[src/core/jal_pkg.sv]
// Constants, encodings and field layouts shared by the link alignment and framing core.
// Assumes one octet or one 64-bit block per clock on a 40 MHz core clock.
package jal_pkg;

  typedef enum logic {MODE_8B10B, MODE_64B66B} link_mode_e;

  // Core clock
  localparam int CLK_PERIOD_NS = 25;

  // 8b/10b alignment characters, carried as data byte plus control flag
  localparam logic [7:0] K28_7_CODE = 8'hFC;
  localparam logic [7:0] K28_3_CODE = 8'h7C;
  localparam logic [7:0] FRAME_MARK_OCTET = 8'hFC;
  localparam logic [7:0] MF_MARK_OCTET = 8'h7C;
  localparam logic [7:0] OCT_RESET = 8'h00;

  // 8b/10b scrambler 1 + x^14 + x^15
  localparam int SCR8_W = 15;
  localparam int SCR8_TAP_A = 14;
  localparam int SCR8_TAP_B = 15;
  localparam logic [14:0] SCR8_SEED = 15'h7FFF;

  // 64b/66b scrambler 1 + x^39 + x^58
  localparam int SCR66_W = 58;
  localparam int SCR66_TAP_A = 39;
  localparam int SCR66_TAP_B = 58;
  localparam logic [57:0] SCR66_SEED = 58'h3FF_FFFF_FFFF_FFFF;

  // Block layout
  localparam int OCTETS_PER_BLK = 8;
  localparam int BLK_DATA_W = 64;
  localparam int SH_W = 2;
  localparam int BLK_W = 66;
  localparam int MB_BLOCKS = 32;
  localparam int BLK_IDX_W = 5;
  localparam logic [4:0] BLK_IDX_LAST = 5'h1F;
  localparam int EMB_LEN = 1;
  localparam int LEMC_LINE_BITS = BLK_W * MB_BLOCKS * EMB_LEN;

  // Sync header stream layout
  localparam int SHS_W = 32;
  localparam int EOEMB_BIT = 22;
  localparam int CRC_W = 12;
  localparam int CRC_FIELD_END = 16;
  localparam int CRC_PILOT_STRIDE = 4;
  localparam logic [31:0] CRC_PILOT_MASK = 32'h80A8_8888;
  localparam int FEC_W = 26;
  localparam int FEC_FIELD_END = 27;
  localparam logic [31:0] FEC_PILOT_MASK = 32'h8000_0000;

  // Parity generators
  localparam logic [11:0] CRC_POLY = 12'h987;
  localparam logic [25:0] FEC_POLY = 26'h022_0211;

  // Frame and multiframe counters
  localparam int CNT_W = 8;
  localparam logic [7:0] CNT_ZERO = 8'h00;
  localparam logic [7:0] CNT_ONE = 8'h01;
  localparam logic [4:0] BLK_ZERO = 5'h00;
  localparam logic [4:0] BLK_ONE = 5'h01;

endpackage

[src/core/link_core_if.sv]
// Carrier between the framing core, its scrambler and its multiblock parity generator.
// Assumes all three sit on the same clock.
`timescale 1ns/1ps
interface link_core_if;
  logic oct_step;
  logic oct_scr_en;
  logic [7:0] oct_raw;
  logic [7:0] oct_scr;
  logic blk_step;
  logic [63:0] blk_raw;
  logic [63:0] blk_scr;
  logic par_step;
  logic par_first;
  logic par_last;
  logic par_fec;
  logic [25:0] par_word;

  modport core (
    output oct_step, oct_scr_en, oct_raw, blk_step, blk_raw,
    output par_step, par_first, par_last, par_fec,
    input oct_scr, blk_scr, par_word
  );
  modport scramble_enable (
    input oct_step, oct_scr_en, oct_raw, blk_step, blk_raw,
    output oct_scr, blk_scr
  );
  modport par (
    input par_step, par_first, par_last, par_fec, blk_scr,
    output par_word
  );
endinterface // link_core_if

[src/core/line_scrambler.sv]
// Self-synchronous scramblers for octets (8b/10b) and 64-bit blocks (64b/66b).
// Assumes one step per clock at most; scrambled data appear in the same cycle.
`timescale 1ns/1ps
module line_scrambler (
  // Clock and reset
  input wire logic clk_i,
  input wire logic rst_n_i,
  // Core side
  link_core_if.scramble_enable lc
);

  logic [14:0] st8;
  logic [14:0] next_st8;
  logic [57:0] st66;
  logic [57:0] next_st66;

  function automatic logic [22:0] scr8_step(input logic [14:0] st, input logic [7:0] d);
    logic [14:0] s;
    logic [7:0] o;
    logic b;
    s = st;
    o = '0;
    for (int i = 7; i >= 0; i--) begin
      b = d[i] ^ s[jal_pkg::SCR8_TAP_A-1] ^ s[jal_pkg::SCR8_TAP_B-1];
      o[i] = b;
      s = {s[13:0], b};
    end
    return {s, o};
  endfunction

  // Bit 0 leaves first, so it is scrambled first
  function automatic logic [121:0] scr66_step(input logic [57:0] st, input logic [63:0] d);
    logic [57:0] s;
    logic [63:0] o;
    logic b;
    s = st;
    o = '0;
    for (int i = 0; i < jal_pkg::BLK_DATA_W; i++) begin
      b = d[i] ^ s[jal_pkg::SCR66_TAP_A-1] ^ s[jal_pkg::SCR66_TAP_B-1];
      o[i] = b;
      s = {s[56:0], b};
    end
    return {s, o};
  endfunction

  always_comb begin
    logic [22:0] r8;
    logic [121:0] r66;
    r8 = scr8_step(st8, lc.oct_raw);
    r66 = scr66_step(st66, lc.blk_raw);
    next_st8 = st8;
    next_st66 = st66;
    lc.oct_scr = lc.oct_scr_en ? r8[7:0] : lc.oct_raw;
    lc.blk_scr = r66[63:0];
    if (lc.oct_step && lc.oct_scr_en) begin
      next_st8 = r8[22:8];
    end
    if (lc.blk_step) begin
      next_st66 = r66[121:64];
    end
  end

  always_ff @(posedge clk_i or negedge rst_n_i) begin
    if (!rst_n_i) begin
      st8 <= jal_pkg::SCR8_SEED;
      st66 <= jal_pkg::SCR66_SEED;
    end else begin
      st8 <= next_st8;
      st66 <= next_st66;
    end
  end

endmodule // line_scrambler

[src/core/mb_parity.sv]
// CRC-12 and FEC-26 parity over the scrambled 2048 bits of each multiblock.
// Assumes the core marks the first and last block; the held word serves the next multiblock.
`timescale 1ns/1ps
module mb_parity (
  // Clock and reset
  input wire logic clk_i,
  input wire logic rst_n_i,
  // Core side
  link_core_if.par lc
);

  logic [11:0] crc_run;
  logic [11:0] next_crc_run;
  logic [25:0] fec_run;
  logic [25:0] next_fec_run;
  logic [25:0] held;
  logic [25:0] next_held;

  function automatic logic [11:0] crc_step(input logic [11:0] c0, input logic [63:0] d);
    logic [11:0] c;
    logic fb;
    c = c0;
    for (int i = 0; i < jal_pkg::BLK_DATA_W; i++) begin
      fb = d[i] ^ c[jal_pkg::CRC_W-1];
      c = {c[10:0], 1'b0} ^ (fb ? jal_pkg::CRC_POLY : '0);
    end
    return c;
  endfunction

  function automatic logic [25:0] fec_step(input logic [25:0] c0, input logic [63:0] d);
    logic [25:0] c;
    logic fb;
    c = c0;
    for (int i = 0; i < jal_pkg::BLK_DATA_W; i++) begin
      fb = d[i] ^ c[jal_pkg::FEC_W-1];
      c = {c[24:0], 1'b0} ^ (fb ? jal_pkg::FEC_POLY : '0);
    end
    return c;
  endfunction

  always_comb begin
    logic [11:0] c_new;
    logic [25:0] f_new;
    // Registers start from zero at each multiblock
    c_new = crc_step(lc.par_first ? '0 : crc_run, lc.blk_scr);
    f_new = fec_step(lc.par_first ? '0 : fec_run, lc.blk_scr);
    next_crc_run = crc_run;
    next_fec_run = fec_run;
    next_held = held;
    if (lc.par_step) begin
      next_crc_run = c_new;
      next_fec_run = f_new;
      if (lc.par_last) begin
        next_held = lc.par_fec ? f_new : {14'h0000, c_new};
      end
    end
  end

  always_ff @(posedge clk_i or negedge rst_n_i) begin
    if (!rst_n_i) begin
      crc_run <= '0;
      fec_run <= '0;
      held <= '0;
    end else begin
      crc_run <= next_crc_run;
      fec_run <= next_fec_run;
      held <= next_held;
    end
  end

  assign lc.par_word = held;

endmodule // mb_parity

[src/core/jesd_link_alignment_framing.sv]
// Transmit link layer: 8b/10b alignment character insertion and 64b/66b block framing.
// Assumes inputs synchronous to clk_i, one octet or one block per valid cycle, SYSREF sampled.
//
// Notes on behaviour
// Unscrambled repeat of last octet becomes K28.7
// Repeat at multiframe end becomes K28.3 instead
// Receiver checks alignment characters land correctly
// Receiver restores previous final octet, unscrambled
// Scrambled frame-final 0xFC sent as K28.7
// Scrambled multiframe-final 0x7C sent as K28.3
// Receiver maps K28.7/K28.3 back to octets
// Receiver flags errors, asserts SYNC, SYSREF reissued
// Eight octets, scrambled, then two-bit header
// Header bits 0-1, octets ascending after
// Thirty-two blocks form one multiblock
// Extended multiblock length fixed at one
// SYSREF resets extended multiblock clock phase
// Periodic SYSREF divides multiblock clock rate
// Sync header always 01 or 10
// Receiver finds blocks from header transitions
// Header 01 sends one, 10 sends zero
// Stream ends with 00001 end marker
// Stream bit 22 flags extended multiblock end
// Stream carries CRC-12 or FEC only
// Receiver confirms FEC marker over multiblocks
// 64b/66b always scrambled, 8b/10b optional
// CRC-12 over multiblock, sent next multiblock
// FEC-26 over multiblock, sent next multiblock
// Local multiframe phase picks last frame
// Encoding mode selects which path runs
`timescale 1ns/1ps
module jesd_link_alignment_framing (
  // Clock and reset
  input wire logic clk_i,
  input wire logic rst_n_i,
  // Configuration
  input wire logic link_mode_i,
  input wire logic scramble_enable_i,
  input wire logic sh_fec_i,
  input wire logic [7:0] frame_len_m1_i,
  input wire logic [7:0] mf_len_m1_i,
  // Timing reference
  input wire logic sysref_i,
  // 8b/10b octet stream in
  input wire logic oct_valid_i,
  input wire logic [7:0] oct_i,
  // 64b/66b block stream in
  input wire logic blk_valid_i,
  input wire logic [63:0] blk_i,
  // 8b/10b characters out
  output logic oct_valid_o,
  output logic [7:0] oct_o,
  output logic oct_ctrl_o,
  output logic mf_end_o,
  // 64b/66b blocks out
  output logic blk_valid_o,
  output logic [65:0] blk_o,
  output logic mb_end_o
);

  link_core_if lc ();

  line_scrambler u_scr (
    .clk_i(clk_i),
    .rst_n_i(rst_n_i),
    .lc(lc.scramble_enable)
  );

  mb_parity u_par (
    .clk_i(clk_i),
    .rst_n_i(rst_n_i),
    .lc(lc.par)
  );

  // Builds the 32-bit sync header stream for one multiblock
  function automatic logic [31:0] sh_stream(input logic [25:0] par, input logic fec);
    logic [31:0] s;
    int k;
    if (fec) begin
      s = jal_pkg::FEC_PILOT_MASK;
      k = jal_pkg::FEC_W - 1;
      for (int p = 0; p < jal_pkg::FEC_FIELD_END; p++) begin
        if (p != jal_pkg::EOEMB_BIT) begin
          s[p] = par[k];
          k--;
        end
      end
    end else begin
      s = jal_pkg::CRC_PILOT_MASK;
      k = jal_pkg::CRC_W - 1;
      for (int p = 0; p < jal_pkg::CRC_FIELD_END; p++) begin
        if ((p % jal_pkg::CRC_PILOT_STRIDE) != (jal_pkg::CRC_PILOT_STRIDE - 1)) begin
          s[p] = par[k];
          k--;
        end
      end
    end
    // Every multiblock closes an extended multiblock since its length is one
    s[jal_pkg::EOEMB_BIT] = (jal_pkg::EMB_LEN == 1);
    return s;
  endfunction

  // Wrapping counter step shared by the octet and frame phase counters
  function automatic logic [7:0] wrap_inc(input logic [7:0] v, input logic [7:0] last);
    return (v == last) ? jal_pkg::CNT_ZERO : v + jal_pkg::CNT_ONE;
  endfunction

  // SYSREF edge detection
  logic sysref_q;
  logic next_sysref_q;
  logic sysref_rise;

  always_comb begin
    next_sysref_q = sysref_i;
    sysref_rise = sysref_i && !sysref_q;
  end

  always_ff @(posedge clk_i or negedge rst_n_i) begin
    if (!rst_n_i) begin
      sysref_q <= 1'b0;
    end else begin
      sysref_q <= next_sysref_q;
    end
  end

  // 8b/10b path: local multiframe phase and alignment character substitution
  logic [7:0] oct_idx;
  logic [7:0] next_oct_idx;
  logic [7:0] frm_idx;
  logic [7:0] next_frm_idx;
  logic [7:0] prev_last;
  logic [7:0] next_prev_last;
  logic prev_ok;
  logic next_prev_ok;
  logic next_oct_valid;
  logic [7:0] next_oct;
  logic next_oct_ctrl;
  logic next_mf_end;

  always_comb begin
    logic [7:0] eff_oct;
    logic [7:0] eff_frm;
    logic frame_end;
    logic mf_end;
    logic [7:0] d;
    // SYSREF makes the current item the first of a multiframe
    eff_oct = sysref_rise ? jal_pkg::CNT_ZERO : oct_idx;
    eff_frm = sysref_rise ? jal_pkg::CNT_ZERO : frm_idx;
    frame_end = (eff_oct == frame_len_m1_i);
    mf_end = frame_end && (eff_frm == mf_len_m1_i);
    lc.oct_step = (link_mode_i == jal_pkg::MODE_8B10B) && oct_valid_i;
    lc.oct_scr_en = scramble_enable_i;
    lc.oct_raw = oct_i;
    d = lc.oct_scr;
    next_oct_idx = eff_oct;
    next_frm_idx = eff_frm;
    next_prev_last = prev_last;
    next_prev_ok = prev_ok && !sysref_rise;
    next_oct_valid = lc.oct_step;
    next_oct = d;
    next_oct_ctrl = 1'b0;
    next_mf_end = 1'b0;
    if (lc.oct_step) begin
      next_oct_idx = wrap_inc(eff_oct, frame_len_m1_i);
      if (frame_end) begin
        next_frm_idx = wrap_inc(eff_frm, mf_len_m1_i);
        next_mf_end = mf_end;
        if (scramble_enable_i) begin
          if (mf_end && d == jal_pkg::MF_MARK_OCTET) begin
            next_oct = jal_pkg::K28_3_CODE;
            next_oct_ctrl = 1'b1;
          end else if (d == jal_pkg::FRAME_MARK_OCTET) begin
            next_oct = jal_pkg::K28_7_CODE;
            next_oct_ctrl = 1'b1;
          end
        end else if (prev_ok && d == prev_last) begin
          next_oct = mf_end ? jal_pkg::K28_3_CODE : jal_pkg::K28_7_CODE;
          next_oct_ctrl = 1'b1;
        end
        // The repeat check compares data octets, never the substituted character
        next_prev_last = d;
        next_prev_ok = 1'b1;
      end
    end
  end

  always_ff @(posedge clk_i or negedge rst_n_i) begin
    if (!rst_n_i) begin
      oct_idx <= jal_pkg::CNT_ZERO;
      frm_idx <= jal_pkg::CNT_ZERO;
      prev_last <= jal_pkg::OCT_RESET;
      prev_ok <= 1'b0;
      oct_valid_o <= 1'b0;
      oct_o <= jal_pkg::OCT_RESET;
      oct_ctrl_o <= 1'b0;
      mf_end_o <= 1'b0;
    end else begin
      oct_idx <= next_oct_idx;
      frm_idx <= next_frm_idx;
      prev_last <= next_prev_last;
      prev_ok <= next_prev_ok;
      oct_valid_o <= next_oct_valid;
      oct_o <= next_oct;
      oct_ctrl_o <= next_oct_ctrl;
      mf_end_o <= next_mf_end;
    end
  end

  // 64b/66b path: block index within the multiblock and header insertion
  logic [4:0] blk_idx;
  logic [4:0] next_blk_idx;
  logic next_blk_valid;
  logic [65:0] next_blk;
  logic next_mb_end;

  always_comb begin
    logic [4:0] eff_blk;
    logic [31:0] shs;
    logic sh_bit;
    // Extended multiblock clock restarts on SYSREF
    eff_blk = sysref_rise ? jal_pkg::BLK_ZERO : blk_idx;
    lc.blk_step = (link_mode_i == jal_pkg::MODE_64B66B) && blk_valid_i;
    lc.blk_raw = blk_i;
    lc.par_step = lc.blk_step;
    lc.par_first = (eff_blk == jal_pkg::BLK_ZERO);
    lc.par_last = (eff_blk == jal_pkg::BLK_IDX_LAST);
    lc.par_fec = sh_fec_i;
    // Parity of the previous multiblock rides in this one
    shs = sh_stream(lc.par_word, sh_fec_i);
    sh_bit = shs[eff_blk];
    next_blk_idx = eff_blk;
    next_blk_valid = lc.blk_step;
    next_blk = blk_o;
    next_mb_end = 1'b0;
    if (lc.blk_step) begin
      next_blk_idx = eff_blk + jal_pkg::BLK_ONE;
      // Bit 0 is the first header bit; the pair is always complementary
      next_blk = {lc.blk_scr, sh_bit, ~sh_bit};
      next_mb_end = lc.par_last;
    end
  end

  always_ff @(posedge clk_i or negedge rst_n_i) begin
    if (!rst_n_i) begin
      blk_idx <= jal_pkg::BLK_ZERO;
      blk_valid_o <= 1'b0;
      blk_o <= '0;
      mb_end_o <= 1'b0;
    end else begin
      blk_idx <= next_blk_idx;
      blk_valid_o <= next_blk_valid;
      blk_o <= next_blk;
      mb_end_o <= next_mb_end;
    end
  end

endmodule // jesd_link_alignment_framing

[config.mk]
export PLATFORM = sky130hd
export DESIGN_NAME = jesd_link_alignment_framing
export DESIGN_NICKNAME = d
export VERILOG_FILES = /design/src/core/jal_pkg.sv /design/src/core/link_core_if.sv /design/src/core/line_scrambler.sv /design/src/core/mb_parity.sv /design/src/core/jesd_link_alignment_framing.sv
export SDC_FILE = /design/constraint.sdc
export NUM_CORES = 1
export LEC_CHECK = 0
export ABC_AREA = 1
export BUFFER_PORTS_ARGS = -buffer_cell sky130_fd_sc_hd__buf_2
export CORE_MARGIN = 8
export CORE_UTILIZATION = 38
export CTS_BUF_LIST = sky130_fd_sc_hd__clkbuf_2 sky130_fd_sc_hd__clkbuf_4 sky130_fd_sc_hd__clkbuf_8
export DETAILED_ROUTE_END_ITERATION = 6
export PLACE_DENSITY_LB_ADDON = 0.08
export SYNTH_ARGS = -nofsm -noshare
export SYNTH_HDL_FRONTEND = slang
export SYNTH_SLANG_ARGS = --single-unit
[constraint.sdc]
create_clock -name clk_i -period 11.7 [get_ports clk_i]
set_input_delay 0 -clock clk_i [delete_from_list [all_inputs] [get_ports clk_i]]
set_output_delay 0 -clock clk_i [all_outputs]
set_load 0.03 [all_outputs]
[Word level (Yosys, flattened, before mapping)]
Index checks and enable logic that the tools add are counted.
W data, S select, Z words.
Cells by class
  muxes and demuxes: 306
  equality and inequality tests: 6
  bitwise operators: 402
  magnitude comparators: 37
  add/subtract/negate cells: 37
  reduce and logical (&&, ||, !) cells: 13
Operators with widths (number)
  $xor A26 B26 Y26: 64
  $mux W22: 64
  $lt A32 B7 Y1 const B: 36
  $mux W32: 36
  $sub A32 B2 Y32 const B: 34
  $mux W12: 65
  $xor A12 B12 Y12: 64
  $xor A1 B1 Y1: 272
  $bmux W1 S5: 37
  $mux W8: 15
  $mux W1: 84
  $mux W26: 2
  $mux W27: 1
  $eq A8 B8 Y1: 3
  $add A8 B1 Y8 const B: 2
  $mux W5: 2
  $eq A8 B7 Y1 const B: 1
  $eq A8 B8 Y1 const B: 1
  $logic_and A1 B1 Y1: 8
  $lt A5 B6 Y1 const B: 1
  $add A5 B1 Y5 const B: 1
  $eq A5 B5 Y1 const B: 1
  $logic_not A5 Y1: 1
  $reduce_and A2 Y1: 2
  2 further kinds: 4
Word-level totals
  flip-flop bits (word level): 247
  word-level logic and storage cells: 819
  output and inout bits: 79
  bits of input ports: 96

[Depth between registers and ports, before layout]
  depth after elaboration: 198
  gate-level depth with buffers: 95

[Cells and area by module]
A second synthesis with hierarchy kept.
Second synthesis, totals
  cell total of the unflattened synthesis: 2557
  area total of the unflattened synthesis: 18647.9 um2
By module, submodules not included
  mb_parity: area each 8286.7 um2, times used 1, cells each 1167, seq. area each 1601.5 um2
  jesd_link_alignment_framing: area each 5526.6 um2, times used 1, cells each 750, seq. area each 2752.6 um2
  line_scrambler: area each 4834.6 um2, times used 1, cells each 640, seq. area each 1918.1 um2

[Worst setup path before layout]
No wires, ideal clock.
  path type: register to register
  from: register sysref_q
  to: register u_par.held[11] (netlist: u_par.lc.par_word[11])
  data arrival time: 8.978 ns
  path slack: 2.609 ns
  data required time: 11.587 ns
  clock period less this slack: 9.091 ns
  buffers on the path: 2
  cell stages (with the launch flop): 74
  path through: dfrtp_1 inv_2 nand2_4 inv_1 clkbuf_1 nor2_1 clkinv_1 ha_1 nand3_4 buf_6 nand3_2 nand2_2 xor2_4 xor2_2 xor2_2 xnor2_2 xor2_1 xor2_1 [38 not listed] nand2_1 nand2_1 nand3_2 nand3_1 nand2_2 nand2_1 nand3_2 nand2_2 nand2_4 nand2_4 nand2_2 nand3_1 nand2_1 nand2_2 nand3_1 nand3_1 nand2_1 inv_1
Between the ends
  cells in the longest elaborated chain, start to end: 198
RTL lines
  start: declaration: RTL line jesd_link_alignment_framing.sv:109  | logic sysref_q;
  start signal: assignment: RTL line jesd_link_alignment_framing.sv:122  | sysref_q <= next_sysref_q;
  $logic_not A1 Y1 *: RTL line jesd_link_alignment_framing.sv:115  | sysref_rise = sysref_i && !sysref_q;
  $logic_and A1 B1 Y1 *: RTL line jesd_link_alignment_framing.sv:115
  $mux W5 *: RTL line jesd_link_alignment_framing.sv:221  | eff_blk = sysref_rise ? jal_pkg::BLK_ZERO : blk_idx;
  $logic_not A5 Y1: RTL line jesd_link_alignment_framing.sv:225  | lc.par_first = (eff_blk == jal_pkg::BLK_ZERO);
  $mux W12: RTL line mb_parity.sv:45  | c_new = crc_step(lc.par_first ? '0 : crc_run, lc.blk_scr);
  $xor A1 B1 Y1: RTL line mb_parity.sv:24  | fb = d[i] ^ c[jal_pkg::CRC_W-1];
  $mux W12: RTL line mb_parity.sv:25  | c = {c[10:0], 1'b0} ^ (fb ? jal_pkg::CRC_POLY : '0);
  $xor A12 B12 Y12: RTL line mb_parity.sv:25
  [182 not listed]
  $xor A12 B12 Y12: RTL line mb_parity.sv:25
  $xor A1 B1 Y1: RTL line mb_parity.sv:24
  $mux W12: RTL line mb_parity.sv:25
  $xor A12 B12 Y12: RTL line mb_parity.sv:25
  $xor A1 B1 Y1: RTL line mb_parity.sv:24
  $mux W12: RTL line mb_parity.sv:25
  $xor A12 B12 Y12: RTL line mb_parity.sv:25
  $mux W26: RTL line mb_parity.sv:54  | next_held = lc.par_fec ? f_new : {14'h0000, c_new};
  end signal: assignment: RTL line mb_parity.sv:67  | held <= next_held;
  end: declaration: RTL line mb_parity.sv:16  | logic [25:0] held;
Every way passes the cells marked *; elsewhere a longest branch is shown, timed or not.
A chain may end at the register's enable or synchronous reset.

[Final worst setup path]
Ends and elaborated chain as after synthesis.

==> results.cfg <==
[outcome]
status = complete, no violations

[timing]
setup_viol = 0
hold_violations = 0
finalCritPeriodShare_pct = 90.54
clock.fmax_ghz = 0.09440
skew_ps = 14.99
worst_pin_slew_ps = 1037
slew_viol_final = 0
period_minus_slack_ps = 10590
max-slew-margin-rel_pct = 30.87
setup_tns_ps = 0

[critical_path]
path_class = reg -> reg
critPathBufInv = 4
end_kind = register
critPathSlowestCell = xor2_1
cp_slowest_stage_delay_ps = 580
cpMostUsedCell = nand2_1
critPathArrivalTime_ps = 11090
critPathMaxFanout = 17
crit_path_start_kind = register
crit_family = simple AND/OR/NAND/NOR gates
crit_required_ps = 12200

[floorplanning]
die_h_um = 230.7
core_area_um2 = 45480
floorplan.initialDensity_pct = 38.50
io-pin-count = 175
die_w_um = 230.7
num_rows = 78
dieArea_um2 = 53200

[grt]
antenna_found_initial = 2
track_usage_pct = 21.96
grt_pass1_wl_mm = 90.22
grt_pass1_vias = 14860
gr-total-overflow = 0
grt_max_degree = 129

[clock_tree]
cts_buffers = 47
clockBufferDepth = 3
cts.sinks = 247
h-tree-depth = 2
clkTransAtPathRegs_ps = 60
clk_latency_ps = 620
root_buffer = clkbuf_8
cts_tree = yes

[logic_synthesis]
synth_area_leaders = dfrtp_1 25%, xor2_1 16%, nand2_1 13%, dfstp_2 11%, xnor2_1 7.9%
synth-main-ff-cell = dfrtp_1
synth_fp_nets = 2218
syn_area_per_cell_um2 = 8.270
ys_seq_area_share_pct = 35.83
ys_ff_latch = 247
synth_most_common_cell = nand2_1
syn_area_um2 = 17510
synth_area_leader_cell = dfrtp_1
synthArstFlopShare_pct = 100.0
ys_warn_count = 0
synth_edf_count = 0
yosys.area.top_type_share_pct = 24.87
syn-instance-count = 2117
synthDistinctLibCells = 52
synth_common_cells = 618 x nand2_1, 321 x xor2_1, 174 x dfrtp_1, 168 x inv_1, 158 x xnor2_1

[placed_design]
placed_area_um2 = 19070
place_hpwl_mm = 46.34
numPortBuffers = 174
gp_congestion = 0.9492
dp_cells = 2856

[layout]
drive_gt1_share_pct = 22.27
fin_area_um2 = 20590
syn_to_final_growth_pct = 17.58
nNetsFinal = 2452
stdcell_count = 2990

[min_path]
hold_path.class = in -> async

[route]
drt_iter0_markers = 962
wl_per_cell_um = 19.92
via_per_inst = 4.835
dr.pass1.iters = 5
wl_mm = 59.56
vias = 14460
ant_nets = 0
drcViolationCount = 0

[run]
drv_cap = 0
## cell families after synthesis
kind of cell             count (synthesis)  synth area share, %
flip-flops                             247                35.83
AND/OR/NAND/NOR                        922                23.44
buffers and inverters                  242                5.274
AO/OA/AOI/OAI                          163                5.417
multiplexers                            10               0.6432
adder cells (fa/ha/maj)                  5               0.3573
XOR/XNOR                               528                29.04
## metrics by stage
stage / util (%) / hold slack (ps) / setup slack [ps]
after floorplan: - / -295.6 / 2609
after global placement: 41.93 / 158.7 / 767.7
after detailed placement: 41.93 / 156.9 / 614.1
after CTS: 45.11 / 7.478 / 550.7
after global routing: 45.27 / 71.49 / -7.793
final: 45.27 / 14.04 / 1107
## flip-flops by register name (all words and copies together) (netlist names), 5 cells and up
name / cells
prev_last: 8
blk_idx: 5
oct_o: 8
u_par.crc_run: 12
u_scr.st8: 15
u_par.lc.par_word: 26
u_par.fec_run: 26
blk_o: 66
frm_idx: 8
u_scr.st66: 58
oct_idx: 8
## repair_timing
item | in CTS | in global routing
resized for setup | 0 | 5
endpoints found under the setup margin | 0 | 19
hold endpoints to repair | 183 | 0
setup buffers | 0 | 5
hold buffers | 40 | 0
## cells in the final DEF (no fill, tap or decap), types with 10 or more instances in the layout
cell type	netlist	routed
clkbuf_4	0	20
inv_2	19	19
nand2_4	10	11
o21ai_0	96	96
dfstp_2	73	73
inv_1	168	167
mux2_2	10	10
a21oi_1	14	14
o211ai_1	10	10
nand2_1	618	617
xor2_2	28	28
dlygate4sd3_1	0	40
buf_2	0	173
xor2_1	321	321
buf_4	0	18
nor2_1	31	30
nand3_2	18	19
nand2_2	46	46
or2_2	18	18
clkbuf_8	0	60
nand3_1	145	145
xnor2_1	158	158
xnor2_2	12	12
dfrtp_1	174	174
## layout make-up
cell class | instances | area (um^2)
fill | 4626 | 24890
tap | 600 | 750.7
inverter | 192 | 728.2
sequential | 247 | 6272
multi-input combinational | 1629 | 10340
timing repair buffer | 234 | 1448
clock buffer | 80 | 975.9
clock inverter | 7 | 71.32
antenna | 1 | 2.502
## routing by layer
layer	GRT usage, %	vias up	wire length, um
met5	0	-	0
met4	7.523	0	1744
met3	3.667	74	2692
met2	36.60	337	28270
met1	28.63	6954	26860
li1	-	7091	-
## path summary, 6_finish.rpt
kind                                                 start                                end  slack [ps]  cells past startpoint
max in group asynchronous                          rst_n_i              blk_o[45]$_DFFE_PN0P_       10390                      3
worst min register to register  u_scr.st66[55]$_DFFE_PN1P_         u_scr.st66[55]$_DFFE_PN1P_         470                      2
worst max register to register          sysref_q$_DFF_PN0_  u_par.lc.par_word[11]$_DFFE_PN0P_        1110                     69
worst max-delay path                    sysref_q$_DFF_PN0_  u_par.lc.par_word[11]$_DFFE_PN0P_        1110                     69
min in group clk_i                               blk_i[31]         u_scr.st66[32]$_DFFE_PN1P_          50                      6
worst min-delay path                               rst_n_i                 oct_o[6]$_DFF_PN0_          10                      2
Power is not shown: default switching activity piles up to over one toggle a cycle in this logic, so the estimate is an artifact.
